## src/design/lbr_pkg.sv

```systemverilog
package lbr_pkg;

	// register byte addresses on the bus
	localparam logic [7:0] OFS_BRIDGE_CTRL = 8'h00;
	localparam logic [7:0] OFS_COMMAND     = 8'h04;
	localparam logic [7:0] OFS_IO_BASE     = 8'h08;
	localparam logic [7:0] OFS_IO_LIMIT    = 8'h0C;
	localparam logic [7:0] OFS_MEM_BASE    = 8'h10;
	localparam logic [7:0] OFS_MEM_LIMIT   = 8'h14;
	localparam logic [7:0] OFS_PF_BASE     = 8'h18;
	localparam logic [7:0] OFS_PF_LIMIT    = 8'h1C;
	localparam logic [7:0] OFS_STATUS      = 8'h20;
	localparam logic [7:0] OFS_COUNTS      = 8'h24;

	// secondary bridge control fields
	localparam int BIT_SYSERR_FWD  = 1;
	localparam int BIT_ALIAS_FILT  = 2;
	localparam int BIT_DISPLAY_FWD = 3;
	localparam int BIT_FULL_DECODE = 4;
	localparam logic [15:0] CTRL_WMASK = 16'h001E;
	localparam logic [15:0] CTRL_RESET = 16'h0000;

	// command register fields
	localparam int BIT_IO_SPACE   = 0;
	localparam int BIT_MEM_SPACE  = 1;
	localparam int BIT_PRI_SYSERR = 8;
	localparam logic [15:0] CMD_WMASK = 16'h0103;
	localparam logic [15:0] CMD_RESET = 16'h0000;

	// windows reset empty: base above limit
	localparam logic [31:0] BASE_RESET  = 32'hFFFFFFFF;
	localparam logic [31:0] LIMIT_RESET = 32'h00000000;

	// legacy display ranges
	localparam logic [31:0] DISP_MEM_LO = 32'h000A0000;
	localparam logic [31:0] DISP_MEM_HI = 32'h000BFFFF;
	localparam logic [9:0]  DISP_IO1_LO = 10'h3B0;
	localparam logic [9:0]  DISP_IO1_HI = 10'h3BB;
	localparam logic [9:0]  DISP_IO2_LO = 10'h3C0;
	localparam logic [9:0]  DISP_IO2_HI = 10'h3DF;

	// status register fields
	localparam int STAT_FWD_POS   = 0;
	localparam int STAT_DISP_POS  = 1;
	localparam int STAT_BLOCK_POS = 2;
	localparam int STAT_SERR_POS  = 8;

	localparam logic [1:0] HTRANS_NONSEQ = 2'h2;

endpackage

```

## src/design/lbr_serr_if.sv

```systemverilog
`timescale 1ns/1ns
interface lbr_serr_if;
	logic       forwardEn;
	logic       syserrEn;
	logic       eventPulse;
	logic [7:0] eventCount;

	modport ctrl (output forwardEn, output syserrEn, input eventPulse, input eventCount);
	modport fwd  (input forwardEn, input syserrEn, output eventPulse, output eventCount);
endinterface

```

## src/design/lbr_bridge_ctrl.sv

```systemverilog
// Functional notes
// - with display forwarding on, memory accesses from 000A0000h to 000BFFFFh are claimed and sent downstream.
// - display I/O needs address bits 31:16 zero and bits 9:0 in 3B0h-3BBh or 3C0h-3DFh, bits 15:10 ignored unless full decode is on.
// - with display forwarding on, the same display addresses are never forwarded upstream.
// - display forwarding ignores the alias filter and all base/limit windows.
// - display I/O needs the I/O space enable, display memory needs the memory space enable.
// - with display forwarding off (reset), display addresses go downstream only through the windows.
// - the alias filter acts only on I/O addresses inside the I/O window and below 10000h.
// - with the alias filter on, downstream I/O to the top 768 bytes of each 1 KB block is refused.
// - with the alias filter on, upstream I/O to the top 768 bytes of each 1 KB block is forwarded.
// - with the alias filter off (reset), all I/O inside the I/O window goes downstream; the code forwards it only while the I/O space enable is set.
// - a secondary system error is forwarded only when both error enables are set.
// - the secondary error forward control resets to zero and then suppresses all such events.
// - with full decode and display forwarding on, I/O bits 15:10 must also be zero.
//
// The placing of the registers and the AHB-Lite interface to the registers were chosen for this implementation.
`timescale 1ns/1ns
module lbr_bridge_ctrl (
	input  wire logic        clk,
	input  wire logic        reset,
	input  wire logic        hsel,
	input  wire logic [31:0] haddr,
	input  wire logic [1:0]  htrans,
	input  wire logic        hwrite,
	input  wire logic [2:0]  hsize,
	input  wire logic [31:0] hwdata,
	input  wire logic        hready,
	output logic             hreadyout,
	output logic [31:0]      hrdata,
	output logic             hresp,
	input  wire logic        reqValid,
	input  wire logic [31:0] reqAddr,
	input  wire logic        reqIsIo,
	input  wire logic        reqUpstream,
	output logic             rspValid,
	output logic             rspForward,
	output logic             rspDisplay,
	output logic             rspBlocked,
	input  wire logic        secSerrN,
	output logic             priSerrEvent
);

	// software-visible state
	logic [15:0] bridgeCtrl_r;
	logic [15:0] command_r;
	logic [31:0] ioBase_r;
	logic [31:0] ioLimit_r;
	logic [31:0] memBase_r;
	logic [31:0] memLimit_r;
	logic [31:0] pfBase_r;
	logic [31:0] pfLimit_r;

	// bus slave state
	logic        wrPend_r;
	logic [7:0]  wrAddr_r;
	logic [31:0] hrdata_r;
	logic [31:0] readMux;
	logic        addrAccept;
	logic        readBypass;

	// decode results
	logic        rspValid_r;
	logic        rspForward_r;
	logic        rspDisplay_r;
	logic        rspBlocked_r;
	logic [15:0] fwdCount_r;
	logic [15:0] blockCount_r;
	logic        fwdNxt;
	logic        dispNxt;
	logic        blockNxt;

	// control bits decoded from the registers
	logic        displayFwdEn;
	logic        aliasFiltEn;
	logic        fullDecode;
	logic        ioSpaceEn;
	logic        memSpaceEn;

	lbr_serr_if serrBus ();

	// true when addr sits in an enabled inclusive window
	function automatic logic inWindow(input logic [31:0] addr, input logic [31:0] base, input logic [31:0] limit);
		inWindow = (base <= limit) && (addr >= base) && (addr <= limit);
	endfunction

	// legacy display memory range
	function automatic logic isDisplayMem(input logic [31:0] addr);
		isDisplayMem = (addr >= lbr_pkg::DISP_MEM_LO) && (addr <= lbr_pkg::DISP_MEM_HI);
	endfunction

	// legacy display I/O, aliases included unless full decode
	function automatic logic isDisplayIo(input logic [31:0] addr, input logic full);
		logic lowHit;
		logic aliasOk;
		lowHit = ((addr[9:0] >= lbr_pkg::DISP_IO1_LO) && (addr[9:0] <= lbr_pkg::DISP_IO1_HI)) ||
			((addr[9:0] >= lbr_pkg::DISP_IO2_LO) && (addr[9:0] <= lbr_pkg::DISP_IO2_HI));
		aliasOk = !full || (addr[15:10] == 6'h00);
		isDisplayIo = (addr[31:16] == 16'h0000) && lowHit && aliasOk;
	endfunction

	// alias area: inside the I/O window, first 64 KB, top 768 bytes of a 1 KB block
	function automatic logic isAliasArea(input logic [31:0] addr, input logic inIo);
		isAliasArea = inIo && (addr[31:16] == 16'h0000) && (addr[9:8] != 2'h0);
	endfunction

	// tallies stick at all ones rather than wrap back to a small count
	function automatic logic [15:0] satInc16(input logic [15:0] value);
		satInc16 = (value == 16'hFFFF) ? value : value + 16'h0001;
	endfunction

	// registers that a write can change; status and tallies are read-only
	function automatic logic isWritable(input logic [7:0] addr);
		case (addr)
			lbr_pkg::OFS_BRIDGE_CTRL: isWritable = 1'b1;
			lbr_pkg::OFS_COMMAND:     isWritable = 1'b1;
			lbr_pkg::OFS_IO_BASE:     isWritable = 1'b1;
			lbr_pkg::OFS_IO_LIMIT:    isWritable = 1'b1;
			lbr_pkg::OFS_MEM_BASE:    isWritable = 1'b1;
			lbr_pkg::OFS_MEM_LIMIT:   isWritable = 1'b1;
			lbr_pkg::OFS_PF_BASE:     isWritable = 1'b1;
			lbr_pkg::OFS_PF_LIMIT:    isWritable = 1'b1;
			default:                  isWritable = 1'b0;
		endcase
	endfunction

	// value a pending write leaves behind, read-only bits cleared
	function automatic logic [31:0] writeImage(input logic [7:0] addr, input logic [31:0] data);
		case (addr)
			lbr_pkg::OFS_BRIDGE_CTRL: writeImage = {16'h0000, data[15:0] & lbr_pkg::CTRL_WMASK};
			lbr_pkg::OFS_COMMAND:     writeImage = {16'h0000, data[15:0] & lbr_pkg::CMD_WMASK};
			default:                  writeImage = data;
		endcase
	endfunction

	assign displayFwdEn = bridgeCtrl_r[lbr_pkg::BIT_DISPLAY_FWD];
	assign aliasFiltEn  = bridgeCtrl_r[lbr_pkg::BIT_ALIAS_FILT];
	assign fullDecode   = bridgeCtrl_r[lbr_pkg::BIT_FULL_DECODE];
	assign ioSpaceEn    = command_r[lbr_pkg::BIT_IO_SPACE];
	assign memSpaceEn   = command_r[lbr_pkg::BIT_MEM_SPACE];

	// error forwarding enables go to the forwarder
	assign serrBus.forwardEn = bridgeCtrl_r[lbr_pkg::BIT_SYSERR_FWD];
	assign serrBus.syserrEn  = command_r[lbr_pkg::BIT_PRI_SYSERR];

	lbr_serr_fwd uSerrFwd (
		.clk      (clk),
		.reset    (reset),
		.secSerrN (secSerrN),
		.bus      (serrBus.fwd)
	);

	// zero wait states, always OKAY
	assign hreadyout  = 1'b1;
	assign hresp      = 1'b0;
	assign addrAccept = hsel && hready && (htrans == lbr_pkg::HTRANS_NONSEQ || htrans == 2'h3);

	// address phase is held until the data phase that writes
	always_ff @(posedge clk) begin
		if (reset) begin
			wrPend_r <= 1'b0;
			wrAddr_r <= 8'h00;
		end else begin
			wrPend_r <= addrAccept && hwrite;
			if (addrAccept) begin
				wrAddr_r <= haddr[7:0];
			end
		end
	end

	// control writes land at the end of the data phase; only writable bits stick
	always_ff @(posedge clk) begin
		if (reset) begin
			bridgeCtrl_r <= lbr_pkg::CTRL_RESET;
			command_r    <= lbr_pkg::CMD_RESET;
		end else if (wrPend_r) begin
			case (wrAddr_r)
				lbr_pkg::OFS_BRIDGE_CTRL: begin
					bridgeCtrl_r <= hwdata[15:0] & lbr_pkg::CTRL_WMASK;
				end
				lbr_pkg::OFS_COMMAND: begin
					command_r <= hwdata[15:0] & lbr_pkg::CMD_WMASK;
				end
				default: begin
				end
			endcase
		end
	end

	// I/O window; empty after reset so nothing is forwarded by accident
	always_ff @(posedge clk) begin
		if (reset) begin
			ioBase_r  <= lbr_pkg::BASE_RESET;
			ioLimit_r <= lbr_pkg::LIMIT_RESET;
		end else if (wrPend_r) begin
			case (wrAddr_r)
				lbr_pkg::OFS_IO_BASE: begin
					ioBase_r <= hwdata;
				end
				lbr_pkg::OFS_IO_LIMIT: begin
					ioLimit_r <= hwdata;
				end
				default: begin
				end
			endcase
		end
	end

	// memory and prefetchable windows; unmapped writes vanish
	always_ff @(posedge clk) begin
		if (reset) begin
			memBase_r  <= lbr_pkg::BASE_RESET;
			memLimit_r <= lbr_pkg::LIMIT_RESET;
			pfBase_r   <= lbr_pkg::BASE_RESET;
			pfLimit_r  <= lbr_pkg::LIMIT_RESET;
		end else if (wrPend_r) begin
			case (wrAddr_r)
				lbr_pkg::OFS_MEM_BASE: begin
					memBase_r <= hwdata;
				end
				lbr_pkg::OFS_MEM_LIMIT: begin
					memLimit_r <= hwdata;
				end
				lbr_pkg::OFS_PF_BASE: begin
					pfBase_r <= hwdata;
				end
				lbr_pkg::OFS_PF_LIMIT: begin
					pfLimit_r <= hwdata;
				end
				default: begin
				end
			endcase
		end
	end

	// read multiplexer; unmapped reads return zero
	always_comb begin
		readMux = 32'h00000000;
		case (haddr[7:0])
			lbr_pkg::OFS_BRIDGE_CTRL: readMux = {16'h0000, bridgeCtrl_r};
			lbr_pkg::OFS_COMMAND:     readMux = {16'h0000, command_r};
			lbr_pkg::OFS_IO_BASE:     readMux = ioBase_r;
			lbr_pkg::OFS_IO_LIMIT:    readMux = ioLimit_r;
			lbr_pkg::OFS_MEM_BASE:    readMux = memBase_r;
			lbr_pkg::OFS_MEM_LIMIT:   readMux = memLimit_r;
			lbr_pkg::OFS_PF_BASE:     readMux = pfBase_r;
			lbr_pkg::OFS_PF_LIMIT:    readMux = pfLimit_r;
			lbr_pkg::OFS_STATUS: begin
				readMux[lbr_pkg::STAT_FWD_POS]         = rspForward_r;
				readMux[lbr_pkg::STAT_DISP_POS]        = rspDisplay_r;
				readMux[lbr_pkg::STAT_BLOCK_POS]       = rspBlocked_r;
				readMux[lbr_pkg::STAT_SERR_POS +: 8]   = serrBus.eventCount;
			end
			lbr_pkg::OFS_COUNTS:      readMux = {blockCount_r, fwdCount_r};
			default:                  readMux = 32'h00000000;
		endcase
	end

	// a read pipelined behind a write to the same register must not return the stale value
	assign readBypass = wrPend_r && (wrAddr_r == haddr[7:0]) && isWritable(wrAddr_r);

	// read data captured at the end of the address phase so it stands in the data phase
	always_ff @(posedge clk) begin
		if (reset) begin
			hrdata_r <= 32'h00000000;
		end else if (addrAccept && !hwrite) begin
			hrdata_r <= readBypass ? writeImage(wrAddr_r, hwdata) : readMux;
		end
	end

	assign hrdata = hrdata_r;

	// forwarding decision for one decoded transaction
	always_comb begin
		logic inIo;
		logic inMem;
		logic aliasHit;
		logic dispHit;
		inIo     = 1'b0;
		inMem    = 1'b0;
		aliasHit = 1'b0;
		dispHit  = 1'b0;
		fwdNxt   = 1'b0;
		dispNxt  = 1'b0;
		blockNxt = 1'b0;
		inIo  = inWindow(reqAddr, ioBase_r, ioLimit_r);
		inMem = inWindow(reqAddr, memBase_r, memLimit_r) || inWindow(reqAddr, pfBase_r, pfLimit_r);
		aliasHit = aliasFiltEn && isAliasArea(reqAddr, inIo);
		if (reqIsIo) begin
			dispHit = displayFwdEn && isDisplayIo(reqAddr, fullDecode);
		end else begin
			dispHit = displayFwdEn && isDisplayMem(reqAddr);
		end
		dispNxt = dispHit;
		if (!reqUpstream) begin
			if (dispHit) begin
				// windows and the alias filter play no part here
				fwdNxt = reqIsIo ? ioSpaceEn : memSpaceEn;
			end else if (reqIsIo) begin
				fwdNxt   = ioSpaceEn && inIo && !aliasHit;
				blockNxt = inIo && aliasHit;
			end else begin
				fwdNxt = memSpaceEn && inMem;
			end
		end else begin
			if (dispHit) begin
				blockNxt = 1'b1;
			end else if (reqIsIo) begin
				// outside the window goes up, plus the alias area when filtering
				fwdNxt = !inIo || aliasHit;
			end else begin
				fwdNxt = !inMem;
			end
		end
	end

	// decision is frozen when taken, so later writes cannot disturb it
	always_ff @(posedge clk) begin
		if (reset) begin
			rspValid_r   <= 1'b0;
			rspForward_r <= 1'b0;
			rspDisplay_r <= 1'b0;
			rspBlocked_r <= 1'b0;
		end else begin
			rspValid_r <= reqValid;
			if (reqValid) begin
				rspForward_r <= fwdNxt;
				rspDisplay_r <= dispNxt;
				rspBlocked_r <= blockNxt;
			end
		end
	end

	// saturating tallies of decisions, for software diagnosis
	always_ff @(posedge clk) begin
		if (reset) begin
			fwdCount_r   <= 16'h0000;
			blockCount_r <= 16'h0000;
		end else if (reqValid) begin
			if (fwdNxt) begin
				fwdCount_r <= satInc16(fwdCount_r);
			end
			if (blockNxt) begin
				blockCount_r <= satInc16(blockCount_r);
			end
		end
	end

	assign rspValid     = rspValid_r;
	assign rspForward   = rspForward_r;
	assign rspDisplay   = rspDisplay_r;
	assign rspBlocked   = rspBlocked_r;
	assign priSerrEvent = serrBus.eventPulse;

endmodule

```

## src/design/lbr_serr_fwd.sv

```systemverilog
`timescale 1ns/1ns
module lbr_serr_fwd (
	input  wire logic  clk,
	input  wire logic  reset,
	input  wire logic  secSerrN,
	lbr_serr_if.fwd    bus
);

	logic       serrSeen_r;
	logic       eventPulse_r;
	logic [7:0] eventCount_r;
	logic       serrRise;

	// one event per assertion, so a long low level is not counted twice
	assign serrRise = ~secSerrN & ~serrSeen_r;

	// history of the secondary error line
	always_ff @(posedge clk) begin
		if (reset) begin
			serrSeen_r <= 1'b0;
		end else begin
			serrSeen_r <= ~secSerrN;
		end
	end

	// forward only with both enables set
	always_ff @(posedge clk) begin
		if (reset) begin
			eventPulse_r <= 1'b0;
		end else begin
			eventPulse_r <= serrRise & bus.forwardEn & bus.syserrEn;
		end
	end

	// saturating tally of forwarded events
	always_ff @(posedge clk) begin
		if (reset) begin
			eventCount_r <= 8'h00;
		end else if (eventPulse_r && eventCount_r != 8'hFF) begin
			eventCount_r <= eventCount_r + 8'h01;
		end
	end

	assign bus.eventPulse = eventPulse_r;
	assign bus.eventCount = eventCount_r;

endmodule

```

## config.mk

```make
export PLATFORM = sky130hd
export DESIGN_NAME = lbr_bridge_ctrl
export DESIGN_NICKNAME = d
export VERILOG_FILES = /design/src/design/lbr_pkg.sv /design/src/design/lbr_serr_if.sv /design/src/design/lbr_bridge_ctrl.sv /design/src/design/lbr_serr_fwd.sv
export SDC_FILE = /design/constraint.sdc
export NUM_CORES = 1
export LEC_CHECK = 0
export ABC_AREA = 1
export BUFFER_PORTS_ARGS = -buffer_cell sky130_fd_sc_hd__buf_2
export CORE_UTILIZATION = 35
export DETAILED_ROUTE_END_ITERATION = 10
export PLACE_DENSITY = 0.52
export REMOVE_ABC_BUFFERS = 1
export SETUP_SLACK_MARGIN = 0.4
export SYNTH_ARGS = -nofsm -noshare
export SYNTH_HDL_FRONTEND = slang
export SYNTH_SLANG_ARGS = --single-unit
```

## constraint.sdc

```tcl
create_clock -name clk -period 2.1 [get_ports clk]
set_clock_uncertainty 0.1 [all_clocks]
set_input_delay 0.105 -clock clk [delete_from_list [all_inputs] [get_ports clk]]
set_output_delay 0.105 -clock clk [all_outputs]
set_load 0.02 [all_outputs]
```

==> results.sh <==
export IMPL_clock_sinks=287
export IMPL_finalInstanceArea_um2=29400
export IMPL_arrival_ps=3180
export IMPL_core_area_um2=55400
export IMPL_achievable_frequency_mhz=356
export IMPL_post_route_util=0.531
export IMPL_tritoncts_clock_tree="yes"
export IMPL_timing_worst_setup_path_type="flop to flop"
export IMPL_avgSynthCellArea_um2=7.30
export IMPL_setup_worst_path_start_class="flop"
export IMPL_p_leak_uw=0.0139
export IMPL_ys_types=50
export IMPL_ir_worst_vdd_v=0.000455
export IMPL_post_route_min_period_ps=2810
export IMPL_cts_reportedPaths_clkPinSlew_ps=60
export IMPL_cts_made_buffers=38
export IMPL_final_nets=3715
export IMPL_synthesis_instances=2709
export IMPL_status="complete, but fails checks"
export IMPL_antenna_found_initial=2
export IMPL_final_setup_worst_slack_ps=-711
export IMPL_gr_total_overflow=0
export IMPL_drt_total_wl_um=88300
export IMPL_ctsHtreeMaxLevel=2
export IMPL_drt_wirelength_per_cell_um=21.6
export IMPL_synth_cell_area_um2=19800
export IMPL_crit_path_frequent_cell="sky130_fd_sc_hd__nand2_1"
export IMPL_place_detailed_hpwl_um=58900
export IMPL_cap_viol_max_count=0
export IMPL_grt_pass1_wl_um=121000
export IMPL_number_of_endpoints_with_negative_hold_slack_in_the_final_report=9
export IMPL_synthFlopType="sky130_fd_sc_hd__dfxtp_1"
export IMPL_placementRows=86
export IMPL_critPathMaxStageDelay_ps=340
export IMPL_synth_ff_latch_count=287
export IMPL_die_h_um=240
export IMPL_dieWidth_um=240
export IMPL_setup_viol=35
export IMPL_detail_route_iter0_violations=1878
export IMPL_timing_critical_path_max_delay_family="simple AND/OR/NAND/NOR gates"
export IMPL_rsz0062_at_grt="yes"
export IMPL_grt_max_degree=74
export IMPL_ctsRootBufferMaster="sky130_fd_sc_hd__clkbuf_16"
export IMPL_drt_first_pass_iters=5
export IMPL_powerDensity_nw_per_um2=475
export IMPL_crit_required_ps=2460
export IMPL_synth_warnings=0
export IMPL_crit_chain="inv_1 > ha_1 > nand2_1 > nor2_2 > nand4_1 > nor2_1 > nand2_1 > nand3_1 > nand3_1 > nand2_2 > nand2_1 > nand3_2 > nand2_4 > nand2_8 > buf_12 > nand3_2 > nand2_1 > nor2_1"
export IMPL_final_period_utilization=1.34
export IMPL_cpMaxStageDelayCell="sky130_fd_sc_hd__dfxtp_1"
export IMPL_crit_path_max_fanout=8
export IMPL_routed_via_count=22000
export IMPL_drt_antenna_violating_nets=0
export IMPL_failing_checks="negative hold slack, negative setup slack"
export IMPL_timing_critical_path_to_type="flop"
export IMPL_hold_path_class="input port to flop"
export IMPL_final_layout_size_suffix_gt1_frac=0.322
export IMPL_routed_via_density=5.38
export IMPL_slew_headroom=0.457
export IMPL_slew_violations=0
export IMPL_io_pins=149
export IMPL_seq_area_frac_synth=0.291
export IMPL_hold_worst_slack_ps=-33.5
export IMPL_transition_time_at_the_pin_with_the_least_slew_margin_ps=811
export IMPL_worstSkewPairLatency_ps=580
export IMPL_ys_async_sr_fraction=0
export IMPL_antenna_cells=0
export IMPL_grt_usage=0.277
export IMPL_timing_setup_tns_ps=-22220
export IMPL_dpl_cell_count=3881
export IMPL_cts_path_max_buffers=3
export IMPL_finalWeightedCongestion=0.942
export IMPL_syn_to_final_growth_pct=48.9
export IMPL_number_of_synthesized_flops_with_an_enable_pin=0
export IMPL_n_fill_cell=5299
export IMPL_number_of_global_route_vias_before_repair=20700
export IMPL_fp_dieArea_um2=57400
export IMPL_placedInstanceArea_um2=24300
export IMPL_floorplan_initialDensity=0.357
export IMPL_path_buf_inv=2
export IMPL_drc=0
export IMPL_port_buffers=118
export IMPL_layout_cells_non_filler=4090
## stage by stage
stage                     setup WS, ps  power [uW]
after floorplan                  -2160        6240
after global placement            -797        6880
after detailed placement          -809        6900
after CTS                         -637       13900
after global routing              -804       14400
final                             -711       14000
## layout make-up
| class | instances | area [um2] | share of cell area |
|---|---|---|---|
| Clock buffer | 50 | 1050 | 0.0355 |
| Timing Repair Buffer | 672 | 6010 | 0.204 |
| Multi-Input combinational cell | 1943 | 14000 | 0.476 |
| Sequential cell | 287 | 5770 | 0.196 |
| Inverter | 372 | 1430 | 0.0486 |
| Tap cell | 748 | 936 | 0.0318 |
| Clock inverter | 18 | 236 | 0.00804 |
## power by group
group / total [uW] / switching, uW / leakage (uW) / internal, uW
registers: 5520 / 31.1 / 0.00232 / 5490
logic: 1580 / 954 / 0.0109 / 625
clock network: 6890 / 2760 / 0.000634 / 4130
## cells by family after synthesis
kind of cell	share of synthesized area
adders and majority gates	0.184
and+or+nand+nor	0.198
AOI/OAI and AO/OA	0.224
other	0.000380
buffers and inverters	0.0953
DFF	0.291
xor gates and xnor gates	0.00709
## sequential cells by signal, indices dropped and copies added (netlist names), named ones only
signal                   flops
command_r                    3
wrPend_r                     1
bridgeCtrl_r                 4
uSerrFwd.bus.eventPulse      1
pfLimit_r                   32
rspDisplay                   1
memBase_r                   32
rspValid                     1
hrdata                      32
rspForward                   1
uSerrFwd.bus.eventCount      8
memLimit_r                  32
fwdCount_r                  16
pfBase_r                    32
uSerrFwd.serrSeen_r          1
ioBase_r                    32
wrAddr_r                     8
ioLimit_r                   32
blockCount_r                16
rspBlocked                   1
## cells in the mapped netlist, types with 3 or more instances
master / n / area share
sky130_fd_sc_hd__nor3_2: 11 / 0.0056
sky130_fd_sc_hd__nor2_2: 6 / 0.0019
sky130_fd_sc_hd__o21bai_1: 7 / 0.0027
sky130_fd_sc_hd__nor2_1: 166 / 0.032
sky130_fd_sc_hd__o21a_1: 16 / 0.0061
sky130_fd_sc_hd__nor3_1: 25 / 0.0063
sky130_fd_sc_hd__nor4_2: 6 / 0.0038
sky130_fd_sc_hd__nand2_4: 3 / 0.0017
sky130_fd_sc_hd__buf_2: 16 / 0.0041
sky130_fd_sc_hd__clkbuf_1: 79 / 0.015
sky130_fd_sc_hd__or2_2: 3 / 0.00095
sky130_fd_sc_hd__a211oi_1: 3 / 0.0011
sky130_fd_sc_hd__nand3_1: 85 / 0.022
sky130_fd_sc_hd__a21o_1: 4 / 0.0015
sky130_fd_sc_hd__a21oi_2: 13 / 0.0058
sky130_fd_sc_hd__nand3_2: 16 / 0.0081
sky130_fd_sc_hd__a31oi_1: 34 / 0.011
sky130_fd_sc_hd__nand2_1: 479 / 0.091
sky130_fd_sc_hd__o41ai_1: 25 / 0.011
sky130_fd_sc_hd__o21ai_1: 4 / 0.0010
sky130_fd_sc_hd__buf_1: 6 / 0.0011
sky130_fd_sc_hd__o31ai_1: 3 / 0.0011
sky130_fd_sc_hd__a21oi_1: 270 / 0.068
sky130_fd_sc_hd__o221ai_1: 4 / 0.0018
sky130_fd_sc_hd__nor4_1: 9 / 0.0028
sky130_fd_sc_hd__nand2_2: 17 / 0.0054
sky130_fd_sc_hd__nand3b_1: 4 / 0.0015
sky130_fd_sc_hd__dfxtp_1: 287 / 0.29
sky130_fd_sc_hd__xor2_1: 15 / 0.0066
sky130_fd_sc_hd__o21ai_0: 202 / 0.051
sky130_fd_sc_hd__nand4_1: 31 / 0.0098
sky130_fd_sc_hd__buf_4: 5 / 0.0019
sky130_fd_sc_hd__o211ai_1: 83 / 0.032
sky130_fd_sc_hd__inv_1: 355 / 0.067
sky130_fd_sc_hd__ha_1: 291 / 0.18
sky130_fd_sc_hd__o22ai_1: 92 / 0.029
sky130_fd_sc_hd__clkinv_1: 4 / 0.00076
sky130_fd_sc_hd__inv_2: 13 / 0.0025
## worst reg2reg max path, cell delays in order, from the launching register on
cell                      delay [ps]
sky130_fd_sc_hd__dfxtp_1         340
sky130_fd_sc_hd__inv_1            70
sky130_fd_sc_hd__ha_1            290
sky130_fd_sc_hd__nand2_1         100
sky130_fd_sc_hd__nor2_2          230
sky130_fd_sc_hd__nand4_1         230
sky130_fd_sc_hd__nor2_1          270
sky130_fd_sc_hd__nand2_1          90
sky130_fd_sc_hd__nand3_1          90
sky130_fd_sc_hd__nand3_1         100
sky130_fd_sc_hd__nand2_2         100
sky130_fd_sc_hd__nand2_1          60
sky130_fd_sc_hd__nand3_2         100
sky130_fd_sc_hd__nand2_4          70
sky130_fd_sc_hd__nand2_8         140
sky130_fd_sc_hd__buf_12          170
sky130_fd_sc_hd__nand3_2          60
sky130_fd_sc_hd__nand2_1          70
sky130_fd_sc_hd__nor2_1           40
## timing repair
| action | CTS | global route |
|---|---|---|
| hold endpoints to repair | 249 | 6 |
| hold buffers | 51 | 7 |
| buffers inserted | 30 | 27 |
| gates cloned | 6 | 21 |
| pin swaps | 87 | 107 |
| setup endpoints to repair | 215 | 272 |
| resized for setup | 273 | 278 |
## routing by layer
| layer | GRT usage | vias up | wire, um |
|---|---|---|---|
| met2 | 0.458 | 743 | 40600 |
| met4 | 0.0868 | 2 | 3530 |
| met5 | 0 | - | 11 |
| met1 | 0.369 | 10500 | 38200 |
| li1 | - | 10600 | - |
| met3 | 0.0395 | 189 | 5950 |
## cells in the final DEF (no fill, tap or decap), types with 39 or more instances in the layout
cell	instances
sky130_fd_sc_hd__o22ai_1	92
sky130_fd_sc_hd__buf_12	43
sky130_fd_sc_hd__a21oi_1	250
sky130_fd_sc_hd__buf_4	387
sky130_fd_sc_hd__o21ai_0	152
sky130_fd_sc_hd__o211ai_1	83
sky130_fd_sc_hd__clkbuf_16	49
sky130_fd_sc_hd__dfxtp_1	270
sky130_fd_sc_hd__nand2_1	368
sky130_fd_sc_hd__buf_6	40
sky130_fd_sc_hd__nand3_1	63
sky130_fd_sc_hd__ha_1	275
sky130_fd_sc_hd__nor2_1	139
sky130_fd_sc_hd__inv_1	334
sky130_fd_sc_hd__nand2_2	89
sky130_fd_sc_hd__nand2_4	39
sky130_fd_sc_hd__buf_2	118
sky130_fd_sc_hd__dlygate4sd3_1	57
## final timing paths
kind                                  start                                 end  slack [ps]  depth (start not counted)
min                                   reset           memBase_r[7]$_SDFFE_PP1P_         -30                          4
max               memBase_r[7]$_SDFFE_PP1P_          fwdCount_r[2]$_SDFFE_PP0P_        -710                         18
max reg2reg       memBase_r[7]$_SDFFE_PP1P_          fwdCount_r[2]$_SDFFE_PP0P_        -710                         18
min reg2reg  uSerrFwd.serrSeen_r$_SDFF_PP0_  uSerrFwd.bus.eventPulse$_SDFF_PP0_         320                          1
Note: power is estimated with default switching activity, not from simulation.
